## config.mk

```make
export PLATFORM = sky130hd
export DESIGN_NAME = hs_status_and_clkout_control
export DESIGN_NICKNAME = d
export VERILOG_FILES = /design/src/rtl/hs_clk_pkg.sv /design/src/rtl/latched_flag_bank.sv /design/src/rtl/clock_out_divider.sv /design/src/rtl/hs_status_and_clkout_control.sv
export SDC_FILE = /design/constraint.sdc
export NUM_CORES = 1
export LEC_CHECK = 0
export BUFFER_PORTS_ARGS = -buffer_cell sky130_fd_sc_hd__clkbuf_2
export CORE_MARGIN = 4
export CORE_UTILIZATION = 40
export CTS_CLUSTER_DIAMETER = 30
export DETAILED_ROUTE_END_ITERATION = 16
export GPL_ROUTABILITY_DRIVEN = 1
export SLEW_MARGIN = 30
export SYNTH_ARGS = -nofsm -noshare
export SYNTH_HDL_FRONTEND = slang
export SYNTH_HIERARCHICAL = 1
export SYNTH_SLANG_ARGS = --single-unit
```

## constraint.sdc

```tcl
create_clock -name ref_clk -period 6.2 [get_ports ref_clk]
set_input_delay 0.62 -clock ref_clk [delete_from_list [all_inputs] [get_ports ref_clk]]
set_output_delay 0.62 -clock ref_clk [all_outputs]
set_load 0.1 [all_outputs]
```

## src/rtl/hs_clk_pkg.sv

```systemverilog
// Constants and types for the status and clock-output register bank
// Operation
// - Eight latched lane-align flags at bits 15:8
// - Bits 1:0 latch main FIFO underflow, overflow
// - Bits 3:2 latch alternate FIFO underflow, overflow
// - Enable bit 9, reset 1, else park output p low, n high
// - Power-down bit 8, reset 0, disables driver
// - Divide field 7:4 divides selected clock
// - Codes 0000,1000,1001,1010 divide 1,4,8,16
// - Codes 1100,1101,1110 divide 5,10,20
// - Code 1111 divides by 25
// - Code 0110 divides by two
// - Select 00x0,00x1,010x route macro A clocks
// - Select 0110,0111 route lanes 0-3 clocks
// - Select 10x0,10x1,110x route macro B clocks
// - Select 1110 routes lanes 4-7 recovered clock
// - Select field resets to 0000
// - Control bits 15:10 read as zero
package hs_clk_pkg;

   // ----------------------------------------------------------------
   // Management frame
   // ----------------------------------------------------------------
   localparam logic [5:0]  PREAMBLE_ONES   = 6'h20;
   localparam logic [4:0]  HEADER_BITS     = 5'h0E;
   localparam logic [4:0]  DATA_BITS       = 5'h10;
   localparam logic [1:0]  START_CODE      = 2'h1;
   localparam logic [1:0]  OP_WRITE        = 2'h1;
   localparam logic [1:0]  OP_READ         = 2'h2;

   // ----------------------------------------------------------------
   // Register map
   // ----------------------------------------------------------------
   localparam logic [4:0]  STATUS_ADDR     = 5'h14;
   localparam logic [4:0]  CTRL_ADDR       = 5'h15;
   localparam logic [15:0] STATUS_RESET    = 16'h0000;
   localparam logic [15:0] CTRL_RESET      = 16'h0280;
   localparam logic [15:0] CTRL_WRITE_MASK = 16'h03FF;
   localparam int          ALIGN_LSB       = 8;
   localparam int          FIFO_LSB        = 0;
   localparam int          EN_BIT          = 9;
   localparam int          PD_BIT          = 8;
   localparam int          DIV_LSB         = 4;
   localparam int          SEL_LSB         = 0;

   // ----------------------------------------------------------------
   // Types
   // ----------------------------------------------------------------
   typedef enum logic [1:0] {
      ST_PREAMBLE = 2'h0,
      ST_HEADER   = 2'h1,
      ST_TURN     = 2'h3,
      ST_DATA     = 2'h2
   } mdio_state_t;

   localparam logic [3:0]  NO_SOURCE       = 4'h9;

   // ----------------------------------------------------------------
   // Divide code to ratio
   // ----------------------------------------------------------------
   function automatic logic [4:0] divide_ratio(input logic [3:0] code);
      unique case (code)
         4'h0:    divide_ratio = 5'h01;
         4'h8:    divide_ratio = 5'h04;
         4'h9:    divide_ratio = 5'h08;
         4'hA:    divide_ratio = 5'h10;
         4'h6:    divide_ratio = 5'h02;
         4'h4:    divide_ratio = 5'h02;
         4'hC:    divide_ratio = 5'h05;
         4'hD:    divide_ratio = 5'h0A;
         4'hE:    divide_ratio = 5'h14;
         4'hF:    divide_ratio = 5'h19;
         default: divide_ratio = 5'h01;
      endcase
   endfunction : divide_ratio

endpackage : hs_clk_pkg

```

## src/rtl/latched_flag_bank.sv

```systemverilog
// Latched-high status flags with clear on read
`timescale 1ns/1ns
module latched_flag_bank
   import hs_clk_pkg::*;
#(
   parameter int WIDTH = 12
) (
   input  wire logic             ref_clk,
   input  wire logic             sys_rst,
   input  wire logic [WIDTH-1:0] condition,
   input  wire logic             read_clear,
   output logic      [WIDTH-1:0] flags
);

   if (WIDTH < 1) begin : g_check
      $error("latched_flag_bank needs WIDTH of one or more");
   end

   logic [WIDTH-1:0] next_flags;

   // ----------------------------------------------------------------
   // Flags
   // ----------------------------------------------------------------
   always_comb begin
      next_flags = condition | (flags & ~{WIDTH{read_clear}});
   end

   always_ff @(posedge ref_clk or posedge sys_rst) begin
      if (sys_rst) begin
         flags <= '0;
      end else begin
         flags <= next_flags;
      end
   end

endmodule : latched_flag_bank

```

## src/rtl/clock_out_divider.sv

```systemverilog
// Divider and output stage for the differential clock output
`timescale 1ns/1ns
module clock_out_divider
   import hs_clk_pkg::*;
#(
   parameter int COUNT_WIDTH = 5
) (
   input  wire logic                   ref_clk,
   input  wire logic                   sys_rst,
   input  wire logic                   source_clk,
   input  wire logic [COUNT_WIDTH-1:0] ratio,
   input  wire logic                   toggle_enable,
   input  wire logic                   power_down,
   output logic                        clock_out_p,
   output logic                        clock_out_n,
   output logic                        driver_off
);

   if (COUNT_WIDTH < 5) begin : g_check
      $error("clock_out_divider needs COUNT_WIDTH of five or more");
   end

   logic                   src_q;
   logic                   src_prev;
   logic [COUNT_WIDTH-1:0] cnt;
   logic [COUNT_WIDTH-1:0] next_cnt;
   logic                   next_p;
   logic                   next_n;
   logic                   level;

   // ----------------------------------------------------------------
   // Divide
   // ----------------------------------------------------------------
   // Odd ratios above one give an uneven duty; the source is only sampled
   always_comb begin
      next_cnt = cnt;
      if (src_q && !src_prev) begin
         if (cnt >= COUNT_WIDTH'(ratio - 1'b1)) begin
            next_cnt = '0;
         end else begin
            next_cnt = COUNT_WIDTH'(cnt + 1'b1);
         end
      end
      if (ratio <= COUNT_WIDTH'(1)) begin
         level = src_q;
      end else begin
         level = (next_cnt < COUNT_WIDTH'((ratio + 1'b1) >> 1));
      end
      if (power_down) begin
         next_p = 1'b0;
         next_n = 1'b0;
      end else if (!toggle_enable) begin
         next_p = 1'b0;
         next_n = 1'b1;
      end else begin
         next_p = level;
         next_n = ~level;
      end
   end

   always_ff @(posedge ref_clk or posedge sys_rst) begin
      if (sys_rst) begin
         src_q       <= 1'b0;
         src_prev    <= 1'b0;
         cnt         <= '0;
         clock_out_p <= 1'b0;
         clock_out_n <= 1'b1;
         driver_off  <= 1'b0;
      end else begin
         src_q       <= source_clk;
         src_prev    <= src_q;
         cnt         <= next_cnt;
         clock_out_p <= next_p;
         clock_out_n <= next_n;
         driver_off  <= power_down;
      end
   end

endmodule : clock_out_divider

```

## src/rtl/hs_status_and_clkout_control.sv

```systemverilog
// Status and clock-output registers behind a management serial port
`timescale 1ns/1ns
module hs_status_and_clkout_control
   import hs_clk_pkg::*;
#(
   parameter logic [4:0] PHY_ADDRESS = 5'h00
) (
   input  wire logic ref_clk,
   input  wire logic sys_rst,
   // Management port
   input  wire logic mdc,
   input  wire logic mdio_in,
   output logic      mdio_out,
   output logic      mdio_oe,
   // Alignment conditions
   input  wire logic rx_group3_aligned,
   input  wire logic rx_group2_aligned,
   input  wire logic tx_group3_aligned,
   input  wire logic tx_group2_aligned,
   input  wire logic rx_group1_aligned,
   input  wire logic rx_group0_aligned,
   input  wire logic tx_group1_aligned,
   input  wire logic tx_group0_aligned,
   // Lane FIFO events
   input  wire logic alt_rx_fifo_underflow,
   input  wire logic alt_rx_fifo_overflow,
   input  wire logic main_rx_fifo_underflow,
   input  wire logic main_rx_fifo_overflow,
   // Clock sources
   input  wire logic macro_a_rx_byte_clk,
   input  wire logic macro_a_tx_byte_clk,
   input  wire logic macro_a_vco_div4_clk,
   input  wire logic lanes_low_rx_byte_clk,
   input  wire logic lanes_low_tx_byte_clk,
   input  wire logic macro_b_rx_byte_clk,
   input  wire logic macro_b_tx_byte_clk,
   input  wire logic macro_b_vco_div4_clk,
   input  wire logic lanes_high_rx_byte_clk,
   // Clock output
   output logic      clock_out_pins_p,
   output logic      clock_out_pins_n,
   output logic      clock_out_power_down
);

   // ----------------------------------------------------------------
   // Declarations
   // ----------------------------------------------------------------
   mdio_state_t state;
   mdio_state_t next_state;
   logic        mdc_q;
   logic        mdc_prev;
   logic        mdio_q;
   logic        mdc_rise;
   logic        mdc_fall;
   logic [5:0]  ones;
   logic [5:0]  next_ones;
   logic [4:0]  bit_cnt;
   logic [4:0]  next_bit_cnt;
   logic [15:0] shift_in;
   logic [15:0] next_shift_in;
   logic [16:0] out_shift;
   logic [16:0] next_out_shift;
   logic        is_read;
   logic        next_is_read;
   logic [4:0]  reg_addr;
   logic [4:0]  next_reg_addr;
   logic        next_mdio_out;
   logic        next_mdio_oe;
   logic [15:0] ctrl;
   logic [15:0] next_ctrl;
   logic        read_clear;
   logic [13:0] header;
   logic [11:0] flags;
   logic [11:0] condition;
   logic [15:0] status_word;
   logic [9:0]  sources;
   logic        selected_clk;
   logic [3:0]  source_idx;

   // ----------------------------------------------------------------
   // Helpers
   // ----------------------------------------------------------------
   function automatic logic [3:0] source_index(input logic [3:0] sel);
      casez (sel)
         4'b00?0: source_index = 4'h0;
         4'b00?1: source_index = 4'h1;
         4'b010?: source_index = 4'h2;
         4'b0110: source_index = 4'h3;
         4'b0111: source_index = 4'h4;
         4'b10?0: source_index = 4'h5;
         4'b10?1: source_index = 4'h6;
         4'b110?: source_index = 4'h7;
         4'b1110: source_index = 4'h8;
         default: source_index = NO_SOURCE;
      endcase
   endfunction : source_index

   function automatic logic [15:0] read_word(input logic [4:0] addr,
                                             input logic [15:0] stat,
                                             input logic [15:0] cfg);
      if (addr == STATUS_ADDR) begin
         read_word = stat;
      end else if (addr == CTRL_ADDR) begin
         read_word = cfg;
      end else begin
         read_word = 16'h0000;
      end
   endfunction : read_word

   // ----------------------------------------------------------------
   // Status flags
   // ----------------------------------------------------------------
   // lane-align order
   assign condition[11:4] = {rx_group3_aligned, rx_group2_aligned,
                             tx_group3_aligned, tx_group2_aligned,
                             rx_group1_aligned, rx_group0_aligned,
                             tx_group1_aligned, tx_group0_aligned};
   assign condition[3:2] = {alt_rx_fifo_underflow, alt_rx_fifo_overflow};
   assign condition[1:0] = {main_rx_fifo_underflow, main_rx_fifo_overflow};

   latched_flag_bank #(
      .WIDTH      (12)
   ) u_flags (
      .ref_clk    (ref_clk),
      .sys_rst    (sys_rst),
      .condition  (condition),
      .read_clear (read_clear),
      .flags      (flags)
   );

   always_comb begin
      status_word                      = STATUS_RESET;
      status_word[ALIGN_LSB +: 8]      = flags[11:4];
      status_word[FIFO_LSB +: 4]       = flags[3:0];
   end

   // ----------------------------------------------------------------
   // Management frame engine
   // ----------------------------------------------------------------
   // Pins are synchronous, so edges come from one register stage
   assign mdc_rise = mdc_q & ~mdc_prev;
   assign mdc_fall = ~mdc_q & mdc_prev;
   assign header   = {shift_in[12:0], mdio_q};

   always_comb begin
      next_state     = state;
      next_ones      = ones;
      next_bit_cnt   = bit_cnt;
      next_shift_in  = shift_in;
      next_out_shift = out_shift;
      next_is_read   = is_read;
      next_reg_addr  = reg_addr;
      next_mdio_out  = mdio_out;
      next_mdio_oe   = mdio_oe;
      next_ctrl      = ctrl;
      read_clear     = 1'b0;
      if (mdc_rise) begin
         unique case (state)
            ST_PREAMBLE: begin
               if (mdio_q) begin
                  if (ones < PREAMBLE_ONES) begin
                     next_ones = 6'(ones + 1'b1);
                  end
               end else if (ones == PREAMBLE_ONES) begin
                  next_state    = ST_HEADER;
                  next_bit_cnt  = 5'h01;
                  next_shift_in = 16'h0000;
               end else begin
                  next_ones = 6'h00;
               end
            end
            ST_HEADER: begin
               next_shift_in = {shift_in[14:0], mdio_q};
               next_bit_cnt  = 5'(bit_cnt + 1'b1);
               if (bit_cnt == 5'(HEADER_BITS - 1'b1)) begin
                  next_bit_cnt = 5'h00;
                  next_ones    = 6'h00;
                  next_state   = ST_PREAMBLE;
                  if (header[13:12] == START_CODE && header[9:5] == PHY_ADDRESS &&
                      (header[11:10] == OP_READ || header[11:10] == OP_WRITE)) begin
                     next_state     = ST_TURN;
                     next_is_read   = (header[11:10] == OP_READ);
                     next_reg_addr  = header[4:0];
                     next_out_shift = {1'b0, read_word(header[4:0], status_word, ctrl)};
                     read_clear     = (header[11:10] == OP_READ) &&
                                      (header[4:0] == STATUS_ADDR);
                  end
               end
            end
            ST_TURN: begin
               next_bit_cnt = 5'(bit_cnt + 1'b1);
               if (bit_cnt == 5'h01) begin
                  next_state   = ST_DATA;
                  next_bit_cnt = 5'h00;
               end
            end
            ST_DATA: begin
               next_bit_cnt  = 5'(bit_cnt + 1'b1);
               next_shift_in = {shift_in[14:0], mdio_q};
               if (bit_cnt == 5'(DATA_BITS - 1'b1)) begin
                  next_state   = ST_PREAMBLE;
                  next_bit_cnt = 5'h00;
                  next_ones    = 6'h00;
                  if (!is_read && reg_addr == CTRL_ADDR) begin
                     next_ctrl = {shift_in[14:0], mdio_q} & CTRL_WRITE_MASK;
                  end
               end
            end
         endcase
      end
      if (mdc_fall) begin
         // Drive only from second turnaround bit to last data bit
         if (is_read && ((state == ST_TURN && bit_cnt == 5'h01) || state == ST_DATA)) begin
            next_mdio_oe   = 1'b1;
            next_mdio_out  = out_shift[16];
            next_out_shift = {out_shift[15:0], 1'b0};
         end else begin
            next_mdio_oe  = 1'b0;
            next_mdio_out = 1'b0;
         end
      end
   end

   always_ff @(posedge ref_clk or posedge sys_rst) begin
      if (sys_rst) begin
         state     <= ST_PREAMBLE;
         mdc_q     <= 1'b0;
         mdc_prev  <= 1'b0;
         mdio_q    <= 1'b1;
         ones      <= 6'h00;
         bit_cnt   <= 5'h00;
         shift_in  <= 16'h0000;
         out_shift <= 17'h00000;
         is_read   <= 1'b0;
         reg_addr  <= 5'h00;
         mdio_out  <= 1'b0;
         mdio_oe   <= 1'b0;
         ctrl      <= CTRL_RESET;
      end else begin
         state     <= next_state;
         mdc_q     <= mdc;
         mdc_prev  <= mdc_q;
         mdio_q    <= mdio_in;
         ones      <= next_ones;
         bit_cnt   <= next_bit_cnt;
         shift_in  <= next_shift_in;
         out_shift <= next_out_shift;
         is_read   <= next_is_read;
         reg_addr  <= next_reg_addr;
         mdio_out  <= next_mdio_out;
         mdio_oe   <= next_mdio_oe;
         ctrl      <= next_ctrl;
      end
   end

   // ----------------------------------------------------------------
   // Clock output path
   // ----------------------------------------------------------------
   assign sources = {1'b0,
                     lanes_high_rx_byte_clk,
                     macro_b_vco_div4_clk, macro_b_tx_byte_clk, macro_b_rx_byte_clk,
                     lanes_low_tx_byte_clk, lanes_low_rx_byte_clk,
                     macro_a_vco_div4_clk, macro_a_tx_byte_clk, macro_a_rx_byte_clk};

   assign source_idx   = source_index(ctrl[SEL_LSB +: 4]);
   assign selected_clk = sources[source_idx];

   clock_out_divider #(
      .COUNT_WIDTH   (5)
   ) u_divider (
      .ref_clk       (ref_clk),
      .sys_rst       (sys_rst),
      .source_clk    (selected_clk),
      .ratio         (divide_ratio(ctrl[DIV_LSB +: 4])),
      .toggle_enable (ctrl[EN_BIT]),
      .power_down    (ctrl[PD_BIT]),
      .clock_out_p   (clock_out_pins_p),
      .clock_out_n   (clock_out_pins_n),
      .driver_off    (clock_out_power_down)
   );

endmodule : hs_status_and_clkout_control

```

# Word level (Yosys, flattened, before mapping)
# Memory sizes are Yosys's and may differ from the RTL's.
# Cells that the tools add are included.
totals:
  memories: 1
  rom_bits: 80
  register_bits: 86
op_classes:
  n_eq_ne: 28
  addsub: 5
  magnitude_cmp: 5
  n_mux: 46
  reduce_logical: 23
  bitwise_logic: 8
memory_table:
  columns: ["name", "words", "word_bits", "rd", "rd_ports_with_merged_regs", "wr", "line", "source"]
  rows:
  - ["(name not given)", 16, 5, 1, 0, 0, "hs_clk_pkg.sv:62", "unique case (code)"]
op_table:
  columns: ["cell", "n"]
  rows:
  - ["$mux 17", 6]
  - ["$pmux 4 s9", 1]
  - ["$mux 5", 7]
  - ["$mux 6", 5]
  - ["$mux 13", 2]
  - ["$pmux 13 s2", 1]
  - ["$pmux 5 s4", 1]
  - ["$pmux 6 s3", 1]
  - ["$mux 16", 1]
  - ["$add 5x1->5 const B", 3]
  - ["$eq 5x5->1 const B", 3]
  - ["$and 12x12->12", 1]
  - ["$mux 1", 12]
  - ["$mux 2", 6]
  - ["$not 12->12", 1]
  - ["$or 12x12->12", 1]
  - ["$reduce_and 4->1", 3]
  - ["$reduce_and 6->1", 2]
  - ["$eq 5x4->1 const B", 2]
  - ["$mux 10", 1]
  - ["$ne 2x2->1 const B", 5]
  - ["$eq 3x3->1 const B", 3]
  - ["$eq 4x3->1 const B", 2]
  - ["$pmux 2 s4", 1]
  - ["28 further kinds", 44]

# Longest topological paths before layout
depth:
  ltp_word: 10
  depth_mapped: 19
  ltp_nobuf: 19

# Cells and area by module
# Netlist, hierarchy kept.
modules_own_cells:
  columns: ["module", "n_inst", "area_per_inst_um2", "cells_each"]
  rows:
  - ["hs_status_and_clkout_control", 1, 3382.0, 335]
  - ["clock_out_divider", 1, 760.7, 82]
  - ["latched_flag_bank", 1, 411.6, 27]

# Worst setup path after synthesis
# No wires, ideal clock.
synth_timing:
  kind: "register to register"
  from: "register ctrl[4]"
  to: "register u_divider.clock_out_n"
  slack_ns: 2.159
  required_time_ns: 6.123
  stages_incl_launch_ff: 19
  path_buffers: 0
  synth_period_minus_slack_ns: 4.041
  setup_time_ns: 0.077
  arrival_ns: 3.964
  path_cell_list: "dfrtp_1 > inv_1 > ha_1 > a21o_1 > a21oi_1 > inv_1 > ha_1 > xnor2_1 > ha_1 > nand2_1 > o21ai_0 > nand3_1 > a21oi_1 > nor2_1 > ha_1 > a21o_1 > a211o_1 > o41a_1 > o21ba_2"
synth_between:
  elab_chain_cells: 10
  word_cells_on_any_way: 12
synth_lines:
  columns: ["element", "line", "source"]
  rows:
  - ["start: declaration", "hs_status_and_clkout_control.sv:69", "logic [15:0] ctrl;"]
  - ["start signal: assignment", "hs_status_and_clkout_control.sv:252", "ctrl <= next_ctrl;"]
  - ["$mem_v2 16x5", null, null]
  - ["$sub 5x1->5", "clock_out_divider.sv:38", "if (cnt >= COUNT_WIDTH'(ratio - 1'b1)) begin"]
  - ["$ge 5x5->1", "clock_out_divider.sv:38", null]
  - ["$mux 5", "clock_out_divider.sv:38", null]
  - ["$mux 5", "clock_out_divider.sv:37", "if (src_q && !src_prev) begin"]
  - ["via u_divider.next_cnt[2]", "clock_out_divider.sv:26", "logic [COUNT_WIDTH-1:0] next_cnt;"]
  - ["$lt 5x4->1", "clock_out_divider.sv:47", "level = (next_cnt < COUNT_WIDTH'((ratio + 1'b1) >> 1));"]
  - ["$mux 1", "clock_out_divider.sv:44", "if (ratio <= COUNT_WIDTH'(1)) begin"]
  - ["$not 1->1", "clock_out_divider.sv:57", "next_n = ~level;"]
  - ["$mux 1", "clock_out_divider.sv:52", "end else if (!toggle_enable) begin"]
  - ["$mux 1", "clock_out_divider.sv:49", "if (power_down) begin"]
  - ["via u_divider.next_n", "clock_out_divider.sv:28", "logic next_n;"]
  - ["end signal: assignment", "clock_out_divider.sv:74", "clock_out_n <= next_n;"]
  - ["end: declaration", "clock_out_divider.sv:15", "output logic clock_out_n,"]
# The timed path passes the listed nets, and every way through them passes these cells.
# A chain may end at the register's enable or synchronous reset.

# Worst setup path in the final report
# Ends and elaborated chain as after synthesis.

==> metrics <==
clock latency on the worst-skew pair 0.34 ns; min-delay worst type input pin to asynchronous set/reset pin; TritonCTS clock tree yes; Post-CTS Setup Inserts 0; dpl ws 1.75 ns; wire per inst 16.1 um; Peak supply drop 0.000107 V; final worst slack 1.70 ns; CP Launch Type flip-flop; met1 usage 22.0%; fmax 222 MHz; Final Max Tran Viols 0; CTS max path bufs 2; gpl congestion 0.875; vias per cell 5.60; # hold bufs at CTS 0; Worst Reg-to-Reg Cells 18; clock skew 0.0106 ns; clock period minus worst slack 4.50 ns; Final setup viols 0; area of the multi-input gates 0.00221 mm2; critical path fanouts, max 7; Pwr Total 1.16 mW; RR Startpoint ctrl[4]; initial antenna violation count 0; row cnt 38; DRT Pass-1 Iters 4; Syn. warnings 6; post-synthesis async set-or-reset flop share 100%; P_leak 2.26 nW; Initial Util 41.5%; GR Util met2 25.2%; first-pass GRT wire length 16800 um; vias post-DR 3430; clk sink count 86; Layout area overhead 12.0%; pwr/cell area 227 mW/mm2; fin util 46.4%; Mapped Cells 444; chip height 115 um; post-cts resize count 0; Final Hold Violating Endpoints 0; HPWL after DPL 7050 um; post-synthesis sequential area ratio 47.4%; type of the worst setup path flip-flop to flip-flop; Final nets 521; area of the die 0.0132 mm2; final global-route overflow total 0; Core Area 0.0110 mm2; setup TNS 0 ns; CTS buffer count 9; number of synthesized flops with an enable pin 0; maxcap violations 0; vias in the first global route 3423; synth unique cells 60; Final ANT Viol Nets 0; met3 usage 2.70%; worst slew pin tran 0.913 ns; ys flop type dfrtp_1; post-synthesis register bit count 86; total track usage 16.1%; fill cell count 1020; DRC 0; flop2flop setup slack 1.70 ns; Post-Syn Nets 497; Die W 115 um; syn avg cell area 10.3 um2; synthesized area 0.00455 mm2; GR peak layer met2; root buf cell clkbuf_16; reg2reg end u_divider/clock_out_n; largest net degree at the start of global routing 65; outcome completed; Worst Setup SP ctrl[4]; initial DRC count 213; Final Cycle Share 72.7%; register area 0.00216 mm2; I/O Buffers 29; Worst EP required 6.47 ns; layout cells sized above 1 16.1%; Critical Path End Type flip-flop; Crit path arrival time 4.77 ns; final WL 9870 um; htree depth 3; CTS clk-pin slew, worst paths 0.06 ns; # diodes 0; IO Pins 30; Rel. slew slack 37.6%; RSZ-0062 raised after global routing no
-- flip-flops by register name (all words and copies together) (netlist names), 2 cells and up --
signal	flops
reg_addr	5
out_shift	17
u_divider/cnt	5
shift_in	13
state	2
u_flags/flags	12
bit_cnt	5
ctrl	10
ones	6
-- critical path, cell delays in order (launching register included) --
cell     delay [ns]
dfrtp_1        0.46
inv_1          0.10
ha_1           0.30
a21o_1         0.17
a21oi_1        0.38
inv_1          0.13
ha_1           0.25
xnor2_1        0.14
ha_1           0.32
nand2_1        0.06
o21ai_0        0.30
nand3_1        0.15
a21oi_1        0.23
nor2_1         0.10
ha_1           0.31
a21o_1         0.16
a211o_1        0.28
o41a_1         0.38
o21ba_2        0.20
-- power by group --
group | leakage [nW] | internal, mW | total (mW) | switching, mW
Clock | 0.138 | 0.296 | 0.530 | 0.233
Combinational | 1.02 | 0.0192 | 0.0485 | 0.0293
Sequential | 1.11 | 0.569 | 0.579 | 0.0101
-- stage by stage --
stage | area [um2] | std cells | hold slack, ns
after CTS | 5100 | 613 | 0.302
after global placement | 4800 | 596 | 0.445
after floorplan | 4550 | 444 | 0.389
after global routing | 5100 | 613 | 0.334
after detailed placement | 4800 | 597 | 0.453
final | 5100 | 613 | 0.290
-- per-layer routing --
layer,wire length [um],part of all wire (%)
met5,0,0
met4,212,2.1
met3,359,3.6
met2,4680,47
met1,4620,47
-- area by class of cell --
cell class	instances	area share, %
Multi-Input combinational cell	314	43.4
Sequential cell	86	42.3
Clock buffer	11	4.96
Tap cell	140	3.44
Timing Repair Buffer	32	3.29
Inverter	25	1.84
Clock inverter	5	0.810
-- cell families after synthesis --
group | after synthesis | share of synthesized area (%)
fa+ha+maj | 28 | 7.69
simple gates | 149 | 17.1
xor+xnor | 9 | 1.73
buf+inv | 44 | 4.09
mux | 15 | 3.87
compound gates | 113 | 18.2
flops | 86 | 47.4
-- Yosys cell counts (6+ instances only) --
library cell	count	share of area [%]
a22o_1	16	3.1
o2bb2ai_1	6	1.2
o21ai_0	14	1.5
ha_1	28	7.7
nor3_1	18	2.0
nor2_1	14	1.2
o22ai_1	7	0.96
xor2_1	6	1.2
mux2_2	11	2.7
dfrtp_1	82	45
a21o_1	13	2.1
nand2_1	45	3.7
a21oi_1	10	1.1
a31oi_1	12	1.6
clkbuf_1	11	0.91
nand3_1	30	3.3
inv_1	24	2.0
nor2b_1	11	1.5
-- how the worst max path moves through the flow --
stage,depth (start not counted),end,slack (ns)
floorplan,18,u_divider/clock_out_n,2.16
global route,18,u_divider/clock_out_n,1.33
global placement,18,u_divider/clock_out_n,1.93
CTS,18,u_divider/clock_out_n,1.72
detailed placement,18,u_divider/clock_out_n,1.75
finish,18,u_divider/clock_out_n,1.70
-- cells in the final DEF (no fill, tap or decap), drive strengths merged, types with 4 or more instances in the layout --
cell / netlist / final
a21o: 15 / 15
a21oi: 10 / 10
a221oi: 6 / 6
a22o: 16 / 16
a31oi: 12 / 12
and2: 4 / 4
clkbuf: 11 / 40
dfrtp: 82 / 82
dfstp: 4 / 4
ha: 28 / 28
inv: 25 / 26
mux2: 11 / 11
nand2: 45 / 45
nand2b: 5 / 5
nand3: 30 / 30
nor2: 14 / 14
nor2b: 11 / 11
nor3: 18 / 18
o211ai: 5 / 5
o21ai: 16 / 16
o22ai: 7 / 7
o2bb2ai: 6 / 6
o31ai: 5 / 5
xor2: 6 / 6
Power figures use the tool's default switching activity.
